### src/logic/sso_consts.vh
`ifndef SSO_CONSTS_VH
`define SSO_CONSTS_VH
// register byte offsets
`define SSO_REG_CTRL 8'h00
`define SSO_REG_ASSIGN 8'h04
`define SSO_REG_ZS_THRESH 8'h08
`define SSO_REG_PPR 8'h0C
`define SSO_REG_MON_SEL 8'h10
`define SSO_REG_STATUS 8'h14
`define SSO_REG_IRQ_STAT 8'h18
`define SSO_REG_IRQ_MASK 8'h1C
`define SSO_REG_WARN_CODE 8'h20
// ctrl bits
`define SSO_CTRL_DIR_INV 0
`define SSO_CTRL_POS_LOOP 1
// reset values and zero speed hysteresis
`define SSO_ZS_THRESH_RST 16'h0032
`define SSO_ZS_HYST 16'h0014
`define SSO_PPR_RST 16'h1000
`define SSO_ASSIGN_RST 24'h000000
// warning codes
`define SSO_WCODE_BATT_CABLE 8'h92
`define SSO_WCODE_BATT 8'h9F
// output selector codes, 0 = unassigned
`define SSO_SEL_NONE 4'h0
`define SSO_SEL_TORQUE 4'h1
`define SSO_SEL_ZERO_SPD 4'h2
`define SSO_SEL_WARN 4'h3
`define SSO_SEL_BWARN 4'h4
`define SSO_SEL_VGAIN 4'h5
`define SSO_SEL_ABSL 4'h6
// timing
`define SSO_CLK_HZ 50000000
`define SSO_WARN_HOLD_MS 1500
`define SSO_WARN_HOLD_CYC (`SSO_CLK_HZ / 1000 * `SSO_WARN_HOLD_MS)
`define SSO_INDEX_MIN_US 400
`define SSO_INDEX_MIN_CYC (`SSO_CLK_HZ / 1000000 * `SSO_INDEX_MIN_US)
// irq status bits
`define SSO_IRQ_WARN 0
`define SSO_IRQ_BWARN 1
`define SSO_IRQ_ABSL 2
`define SSO_IRQ_INDEX 3
`endif

### src/logic/sso_status_outputs.v
// Summary of operation
// - outputs drive only when assigned to pin
// - torque limit flag, off while servo off
// - zero speed on at or below threshold
// - zero speed off at threshold plus 20
// - hysteresis symmetric in both directions
// - warning output follows any warning
// - warning released within 1.5s of power-on
// - battery warning on codes 92 or 9F
// - battery warning released within 1.5s
// - variable gain output during variable gain
// - position lost output when position erased
// - position lost unavailable in position loop
// - A/B pulses per rev, complementary pairs
// - B lags A by quarter in CCW
// - direction bit inverts phase order
// - one index pulse per revolution
// - index pulse at least 400us wide
`timescale 1ns/1ps
`include "sso_consts.vh"
module sso_status_outputs #(
    parameter [31:0] WARN_HOLD_CYC = `SSO_WARN_HOLD_CYC,
    parameter [31:0] INDEX_MIN_CYC = `SSO_INDEX_MIN_CYC
) (
    input wire ref_clk,
    input wire rst,
    input wire wb_cyc_i,
    input wire wb_stb_i,
    input wire wb_we_i,
    input wire [7:0] wb_adr_i,
    input wire [3:0] wb_sel_i,
    input wire [31:0] wb_dat_i,
    output reg [31:0] wb_dat_o,
    output reg wb_ack_o,
    output wire irq,
    input wire servo_on,
    input wire torque_at_limit,
    input wire signed [15:0] motor_speed,
    input wire any_warning,
    input wire [7:0] warning_code,
    input wire variable_gain_sel,
    input wire abs_erased,
    input wire enc_step,
    input wire enc_dir_ccw,
    input wire [15:0] monitor_src0,
    input wire [15:0] monitor_src1,
    input wire [15:0] monitor_src2,
    input wire [15:0] monitor_src3,
    output reg [2:0] status_pin,
    output reg enc_phase_a_out,
    output reg enc_phase_a_inverted,
    output reg enc_phase_b_out,
    output reg enc_phase_b_inverted,
    output reg index_pulse_out,
    output reg index_pulse_inverted,
    output reg [9:0] analog_monitor_one,
    output reg [9:0] analog_monitor_two
);

////////////////////////////////////////////////////////////////////////
// registers
reg [1:0] ctrl;
reg [23:0] output_assign_param;
reg [15:0] zero_speed_threshold_param;
reg [15:0] pulses_per_rev_param;
reg [7:0] monitor_sel;
reg [3:0] irq_stat;
reg [3:0] irq_mask;
reg torque_limit_reached;
reg zero_speed_flag;
reg warning_active;
reg battery_warning_active;
reg variable_gain_active;
reg abs_position_lost;
reg [31:0] hold_cnt;
reg [31:0] index_cnt;
reg [15:0] pos_cnt;
reg [1:0] quad;
reg index_evt;

wire phase_direction_param = ctrl[`SSO_CTRL_DIR_INV];
wire pos_loop = ctrl[`SSO_CTRL_POS_LOOP];
wire [3:0] monitor_one_select_param = monitor_sel[3:0];
wire [3:0] monitor_two_select_param = monitor_sel[7:4];
wire wb_req = wb_cyc_i & wb_stb_i & ~wb_ack_o;
wire wb_wr = wb_req & wb_we_i;
wire hold_done = (hold_cnt >= WARN_HOLD_CYC);

function [15:0] mag;
    input signed [15:0] v;
    begin
        mag = v[15] ? (~v + 16'h0001) : v;
    end
endfunction

function [31:0] merge;
    input [31:0] old;
    input [31:0] nv;
    input [3:0] sel;
    integer i;
    begin
        merge = old;
        for (i = 0; i < 4; i = i + 1) begin
            if (sel[i]) begin
                merge[i*8 +: 8] = nv[i*8 +: 8];
            end
        end
    end
endfunction

function [9:0] mon_pick;
    input [3:0] s;
    input [15:0] a0;
    input [15:0] a1;
    input [15:0] a2;
    input [15:0] a3;
    begin
        case (s[1:0])
            2'h0: mon_pick = a0[15:6];
            2'h1: mon_pick = a1[15:6];
            2'h2: mon_pick = a2[15:6];
            default: mon_pick = a3[15:6];
        endcase
    end
endfunction

function sel_flag;
    input [3:0] s;
    input [5:0] f;
    begin
        case (s)
            `SSO_SEL_TORQUE: sel_flag = f[0];
            `SSO_SEL_ZERO_SPD: sel_flag = f[1];
            `SSO_SEL_WARN: sel_flag = f[2];
            `SSO_SEL_BWARN: sel_flag = f[3];
            `SSO_SEL_VGAIN: sel_flag = f[4];
            `SSO_SEL_ABSL: sel_flag = f[5];
            default: sel_flag = 1'b0;
        endcase
    end
endfunction

////////////////////////////////////////////////////////////////////////
// wishbone slave
wire [31:0] wide_ctrl = merge({30'h0, ctrl}, wb_dat_i, wb_sel_i);
wire [31:0] wide_asg = merge({8'h00, output_assign_param}, wb_dat_i, wb_sel_i);
wire [31:0] wide_zs = merge({16'h0000, zero_speed_threshold_param}, wb_dat_i, wb_sel_i);
wire [31:0] wide_ppr = merge({16'h0000, pulses_per_rev_param}, wb_dat_i, wb_sel_i);
wire [31:0] wide_mon = merge({24'h000000, monitor_sel}, wb_dat_i, wb_sel_i);
wire [31:0] wide_msk = merge({28'h0000000, irq_mask}, wb_dat_i, wb_sel_i);
wire stat_rd = wb_req & ~wb_we_i & (wb_adr_i == `SSO_REG_IRQ_STAT);

always @(posedge ref_clk) begin
    if (rst) begin
        wb_ack_o <= 1'b0;
        wb_dat_o <= 32'h00000000;
        ctrl <= 2'h0;
        output_assign_param <= `SSO_ASSIGN_RST;
        zero_speed_threshold_param <= `SSO_ZS_THRESH_RST;
        pulses_per_rev_param <= `SSO_PPR_RST;
        monitor_sel <= 8'h10;
        irq_mask <= 4'h0;
    end else begin
        wb_ack_o <= wb_req;
        if (wb_wr) begin
            case (wb_adr_i)
                `SSO_REG_CTRL: ctrl <= wide_ctrl[1:0];
                `SSO_REG_ASSIGN: output_assign_param <= wide_asg[23:0];
                `SSO_REG_ZS_THRESH: zero_speed_threshold_param <= wide_zs[15:0];
                `SSO_REG_PPR: pulses_per_rev_param <= wide_ppr[15:0];
                `SSO_REG_MON_SEL: monitor_sel <= wide_mon[7:0];
                `SSO_REG_IRQ_MASK: irq_mask <= wide_msk[3:0];
                default: ;
            endcase
        end
        if (wb_req & ~wb_we_i) begin
            case (wb_adr_i)
                `SSO_REG_CTRL: wb_dat_o <= {30'h0, ctrl};
                `SSO_REG_ASSIGN: wb_dat_o <= {8'h00, output_assign_param};
                `SSO_REG_ZS_THRESH: wb_dat_o <= {16'h0000, zero_speed_threshold_param};
                `SSO_REG_PPR: wb_dat_o <= {16'h0000, pulses_per_rev_param};
                `SSO_REG_MON_SEL: wb_dat_o <= {24'h000000, monitor_sel};
                `SSO_REG_STATUS: wb_dat_o <= {26'h0, abs_position_lost, variable_gain_active,
                    battery_warning_active, warning_active, zero_speed_flag, torque_limit_reached};
                `SSO_REG_IRQ_STAT: wb_dat_o <= {28'h0, irq_stat};
                `SSO_REG_IRQ_MASK: wb_dat_o <= {28'h0, irq_mask};
                `SSO_REG_WARN_CODE: wb_dat_o <= {24'h000000, warning_code};
                default: wb_dat_o <= 32'h00000000;
            endcase
        end
    end
end

////////////////////////////////////////////////////////////////////////
// status flags
always @(posedge ref_clk) begin
    if (rst) begin
        hold_cnt <= 32'h00000000;
    end else if (!hold_done) begin
        hold_cnt <= hold_cnt + 32'h00000001;
    end
end

always @(posedge ref_clk) begin
    if (rst) begin
        torque_limit_reached <= 1'b0;
        zero_speed_flag <= 1'b0;
        warning_active <= 1'b0;
        battery_warning_active <= 1'b0;
        variable_gain_active <= 1'b0;
        abs_position_lost <= 1'b0;
    end else begin
        torque_limit_reached <= servo_on & torque_at_limit;
        if (mag(motor_speed) <= zero_speed_threshold_param) begin
            zero_speed_flag <= 1'b1;
        end else if (mag(motor_speed) >= zero_speed_threshold_param + `SSO_ZS_HYST) begin
            zero_speed_flag <= 1'b0;
        end
        warning_active <= any_warning | ~hold_done;
        battery_warning_active <= ~hold_done | (any_warning &
            (warning_code == `SSO_WCODE_BATT_CABLE || warning_code == `SSO_WCODE_BATT));
        variable_gain_active <= variable_gain_sel;
        abs_position_lost <= abs_erased & ~pos_loop;
    end
end

////////////////////////////////////////////////////////////////////////
// pin assignment
wire [5:0] flags = {abs_position_lost, variable_gain_active, battery_warning_active,
    warning_active, zero_speed_flag, torque_limit_reached};
integer p;

always @(posedge ref_clk) begin
    if (rst) begin
        status_pin <= 3'h0;
    end else begin
        for (p = 0; p < 3; p = p + 1) begin
            status_pin[p] <= sel_flag(output_assign_param[p*8 +: 4], flags);
        end
    end
end

////////////////////////////////////////////////////////////////////////
// encoder emulation
wire fwd = enc_dir_ccw ^ phase_direction_param;
wire at_top = (pos_cnt == pulses_per_rev_param * 16'h0004 - 16'h0001);
wire [1:0] next_quad = fwd ? quad + 2'h1 : quad - 2'h1;
wire wrap = enc_step & (fwd ? at_top : (pos_cnt == 16'h0000));

always @(posedge ref_clk) begin
    if (rst) begin
        quad <= 2'h0;
        pos_cnt <= 16'h0000;
        index_cnt <= 32'h00000000;
        index_evt <= 1'b0;
        enc_phase_a_out <= 1'b0;
        enc_phase_a_inverted <= 1'b1;
        enc_phase_b_out <= 1'b0;
        enc_phase_b_inverted <= 1'b1;
        index_pulse_out <= 1'b0;
        index_pulse_inverted <= 1'b1;
    end else begin
        index_evt <= wrap;
        // four edges per line, modulo per rev
        if (enc_step) begin
            quad <= next_quad;
            if (fwd) begin
                pos_cnt <= at_top ? 16'h0000 : pos_cnt + 16'h0001;
            end else begin
                pos_cnt <= (pos_cnt == 16'h0000) ? pulses_per_rev_param * 16'h0004 - 16'h0001
                    : pos_cnt - 16'h0001;
            end
        end
        // gray sequence, b lags a forward
        enc_phase_a_out <= quad[1] ^ quad[0];
        enc_phase_a_inverted <= ~(quad[1] ^ quad[0]);
        enc_phase_b_out <= quad[1];
        enc_phase_b_inverted <= ~quad[1];
        if (wrap) begin
            index_cnt <= INDEX_MIN_CYC;
        end else if (index_cnt != 32'h00000000) begin
            index_cnt <= index_cnt - 32'h00000001;
        end
        index_pulse_out <= wrap | (index_cnt > 32'h00000001);
        index_pulse_inverted <= ~(wrap | (index_cnt > 32'h00000001));
    end
end

////////////////////////////////////////////////////////////////////////
// analog monitors and interrupt
always @(posedge ref_clk) begin
    if (rst) begin
        analog_monitor_one <= 10'h000;
        analog_monitor_two <= 10'h000;
        irq_stat <= 4'h0;
    end else begin
        analog_monitor_one <= mon_pick(monitor_one_select_param, monitor_src0, monitor_src1,
            monitor_src2, monitor_src3);
        analog_monitor_two <= mon_pick(monitor_two_select_param, monitor_src0, monitor_src1,
            monitor_src2, monitor_src3);
        // set wins over read clear
        irq_stat <= (stat_rd ? 4'h0 : irq_stat) |
            {index_evt, abs_position_lost, battery_warning_active & hold_done, warning_active & hold_done};
    end
end

assign irq = |(irq_stat & irq_mask);

endmodule // sso_status_outputs

### config.mk
export PLATFORM = sky130hd
export DESIGN_NAME = sso_status_outputs
export DESIGN_NICKNAME = d
export VERILOG_FILES = /design/src/logic/sso_status_outputs.v
export VERILOG_INCLUDE_DIRS = /design/src /design/src/logic
export SDC_FILE = /design/constraint.sdc
export NUM_CORES = 1
export LEC_CHECK = 0
export BUFFER_PORTS_ARGS = -buffer_cell sky130_fd_sc_hd__buf_2
export CELL_PAD_IN_SITES_DETAIL_PLACEMENT = 0
export CELL_PAD_IN_SITES_GLOBAL_PLACEMENT = 1
export CORE_ASPECT_RATIO = 0.5
export CORE_MARGIN = 3
export CORE_UTILIZATION = 46
export DETAILED_ROUTE_END_ITERATION = 8
export PLACE_DENSITY = 0.92
export SKIP_LAST_GASP = 1
export SLEW_MARGIN = 25
export SYNTH_ARGS = -nofsm -noshare
export SYNTH_HDL_FRONTEND = slang
export SYNTH_SLANG_ARGS = --single-unit
### constraint.sdc
create_clock -name ref_clk -period 4.9 [get_ports ref_clk]
set_clock_uncertainty 0.1 [all_clocks]
set_input_delay 0.98 -clock ref_clk [delete_from_list [all_inputs] [get_ports ref_clk]]
set_output_delay 0.98 -clock ref_clk [all_outputs]
set_load 0.05 [all_outputs]
==> qor.yml <==
area_growth_syn_to_layout_pct: 13.86
internal_power_mw: 3.379
leakagePower_nw: 5.283
insertedDiodeCount: 0
worstMarginPinSlew_ns: 0.9853
dpl.hpwl_mm: 23.88
hold_buffers: 0
wl_per_cell_um: 17.23
ys_seq_area_share_pct: 35.94
vias_per_cell: 5.752
switching_share_pct: 33.71
clock_sinks: 217
syn_avg_cell_area_um2: 8.274
hold_path.class: "reg -> reg"
status: "finished clean"
post_cts_buffers: 0
drc: 0
cp_max_fo: 8
clockBufferDepth: 3
grt_overflow: 0
synthDominantCellAreaShare_pct: 35.94
die_x_um: 235.3
maxCapViolCount: 0
grt_pass1_wl_mm: 53.75
start_kind: "flop"
timing.rr.start: "pulses_per_rev_param[0]"
synth_area_leaders: "dfxtp_1 (36%), nor2_1 (5.9%), xnor2_1 (5.7%)"
required_ns: 5.21
pwr-share-comb_pct: 26.0
arrival_ns: 4.23
synthFlopType: "dfxtp_1"
end_kind: "flop"
io_pins: 207
htreeDepth: 1
nFillCells: 2325
rsz0062_at_grt: "no"
period_needed_ns: 3.914
timing.critical_path.from: "pulses_per_rev_param[0]"
synth_edf_count: 0
initial_core_util_pct: 47.41
ctsResizeCount: 0
design_area_mm2: 0.01376
drt_first_pass_iters: 8
cts_tree: "yes"
setup_viol: 0
grt_use_total_pct: 22.61
finalMaxSlewViolations: 0
p_switching_mw: 1.718
cts_buffers: 22
dpl_cell_area_mm2: 0.01305
place.gp.congestion: 0.8714
dieArea_mm2: 0.02838
vias: 11118
setup-tns-final_ns: 0
yosysWarnings: 0
ant_nets: 0
netlist_instances: 1461
powerDensity_mw_per_mm2: 370.4
worstSetupPathType: "reg -> reg"
maxSlewHeadroom_pct: 34.31
grt_pass1_vias: 10571
yosysMostFrequentCell: "dfxtp_1"
drive_gt1_share_pct: 15.98
synth-async-reset-ratio_pct: 0
synth.largest_area_cell: "dfxtp_1"
fin_crit_sh_pct: 79.87
hold_viol: 0
root_buffer: "clkbuf_16"
layout_setup_ws_ns: 0.9864
power_mw: 5.097
place_ws_ns: 0.8744
irDropWorstVdd_v: 0.0004367
nets: 1757
max_freq_mhz: 255.5
path_clk_slew_ns: 0.07
grt_max_degree: 114
worstHoldStart: "index_evt"
antenna_found_initial: 0
num_rows: 41
drt_iter0_markers: 761
power_frac_clock_pct: 33.0
sequentialPowerShare_pct: 41.0
clk_latency_ns: 0.53
die_height_um: 120.6
wl_mm: 33.30
synthesis.area_mm2: 0.01209
yosys_register_bits: 217
io_buffers: 165
coreArea_mm2: 0.02550
synth_cell_type_count: 69
ys_top_cells_by_count: "dfxtp_1 (217), nor2_1 (190), nand2_1 (147)"
-- worst max-delay path, cell delays in order, from the launching register on --
cell      delay (ns)
dfxtp_1         0.45
inv_1           0.11
ha_1            0.32
or3b_2          0.53
and3_1          0.22
nor4_1          0.30
nand4b_1        0.20
nor4_4          0.46
and2_0          0.45
o21ai_0         0.43
o21a_1          0.22
-- metal layers --
metal	global-route usage, %	vias up	share of wire, %	wire length (um)
met5	0	-	0	0
met3	4.102	61	6.0	2007
met4	6.677	0	2.6	853
met1	30.56	5326	46	15160
met2	37.17	338	46	15280
li1	-	5393	-	-
-- cell families (layout without fill, tap and decap cells) --
group / count (synthesis) / in the layout / synth area share, %
AOI/OAI and AO/OA: 265 / 265 / 14.10
xor gates and xnor gates: 110 / 110 / 8.208
adders and majority gates: 40 / 40 / 4.140
buffers and inverters: 148 / 269 / 5.175
DFF: 217 / 217 / 35.94
muxes: 69 / 69 / 7.805
other: 1 / 8 / 0.03102
and+or+nand+nor: 611 / 611 / 24.60
-- final timing paths --
kind	endpoint	slack [ns]	depth (start not counted)
min	irq_stat[3]	0.34	2
max reg2reg	index_pulse_inverted	0.99	10
max	index_pulse_inverted	0.99	10
min reg2reg	irq_stat[3]	0.34	2
-- layout by cell type, fill, tap and decap left out, types with 8 or more instances in the layout --
cell	n
nor3_1	38
a222oi_1	18
o211ai_1	14
nand2b_1	13
xor2_1	30
a22oi_1	9
dfxtp_1	217
nand2_1	147
conb_1	8
ha_1	40
a31oi_1	12
nor2b_1	36
a21oi_1	93
mux4_2	20
and3_1	16
inv_1	51
clkbuf_16	23
buf_4	13
nor4_1	31
mux2i_1	47
o21ai_0	51
nand3_1	50
buf_2	164
xnor2_1	78
nand4_1	22
nor2_1	189
or4_1	13
or3_1	15
-- sequential cells by signal, summed over array words and instances, names as in the netlist, 2 cells and up --
name                        flops
analog_monitor_one             10
analog_monitor_two             10
ctrl                            2
hold_cnt                       32
index_cnt                      32
irq_mask                        4
irq_stat                        4
monitor_sel                     8
output_assign_param            24
pos_cnt                        16
pulses_per_rev_param           16
quad                            2
status_pin                      3
wb_dat_o                       24
zero_speed_threshold_param     16
-- power by group through the flow --
stage	Clock, mW	Sequential, mW	Combinational, mW
after floorplan	0	2.10	1.03
after global placement	0	2.11	1.27
after detailed placement	0	2.12	1.31
after CTS	1.71	2.08	1.32
after global routing	1.78	2.11	1.50
final	1.68	2.09	1.33
-- layout make-up --
type | instances | area (um^2) | area share [%]
inverters | 51 | 191.4 | 1.391
flip-flops and latches | 217 | 4344 | 31.56
well taps | 344 | 430.4 | 3.127
clock inverters | 12 | 75.07 | 0.5455
multi-input cells | 1103 | 7158 | 52.01
clock buffers | 28 | 634.4 | 4.609
repair buffers | 178 | 929.6 | 6.755
-- through the flow --
stage | utilization, % | hold slack (ns) | std cells
after floorplan | - | 0.3130 | 1468
after global placement | 51.17 | 0.3295 | 1893
after detailed placement | 51.20 | 0.3337 | 1893
after CTS | 53.98 | 0.3494 | 1933
after global routing | 53.98 | 0.3711 | 1933
final | 53.98 | 0.3425 | 1933
Power figures use the tool's default switching activity.
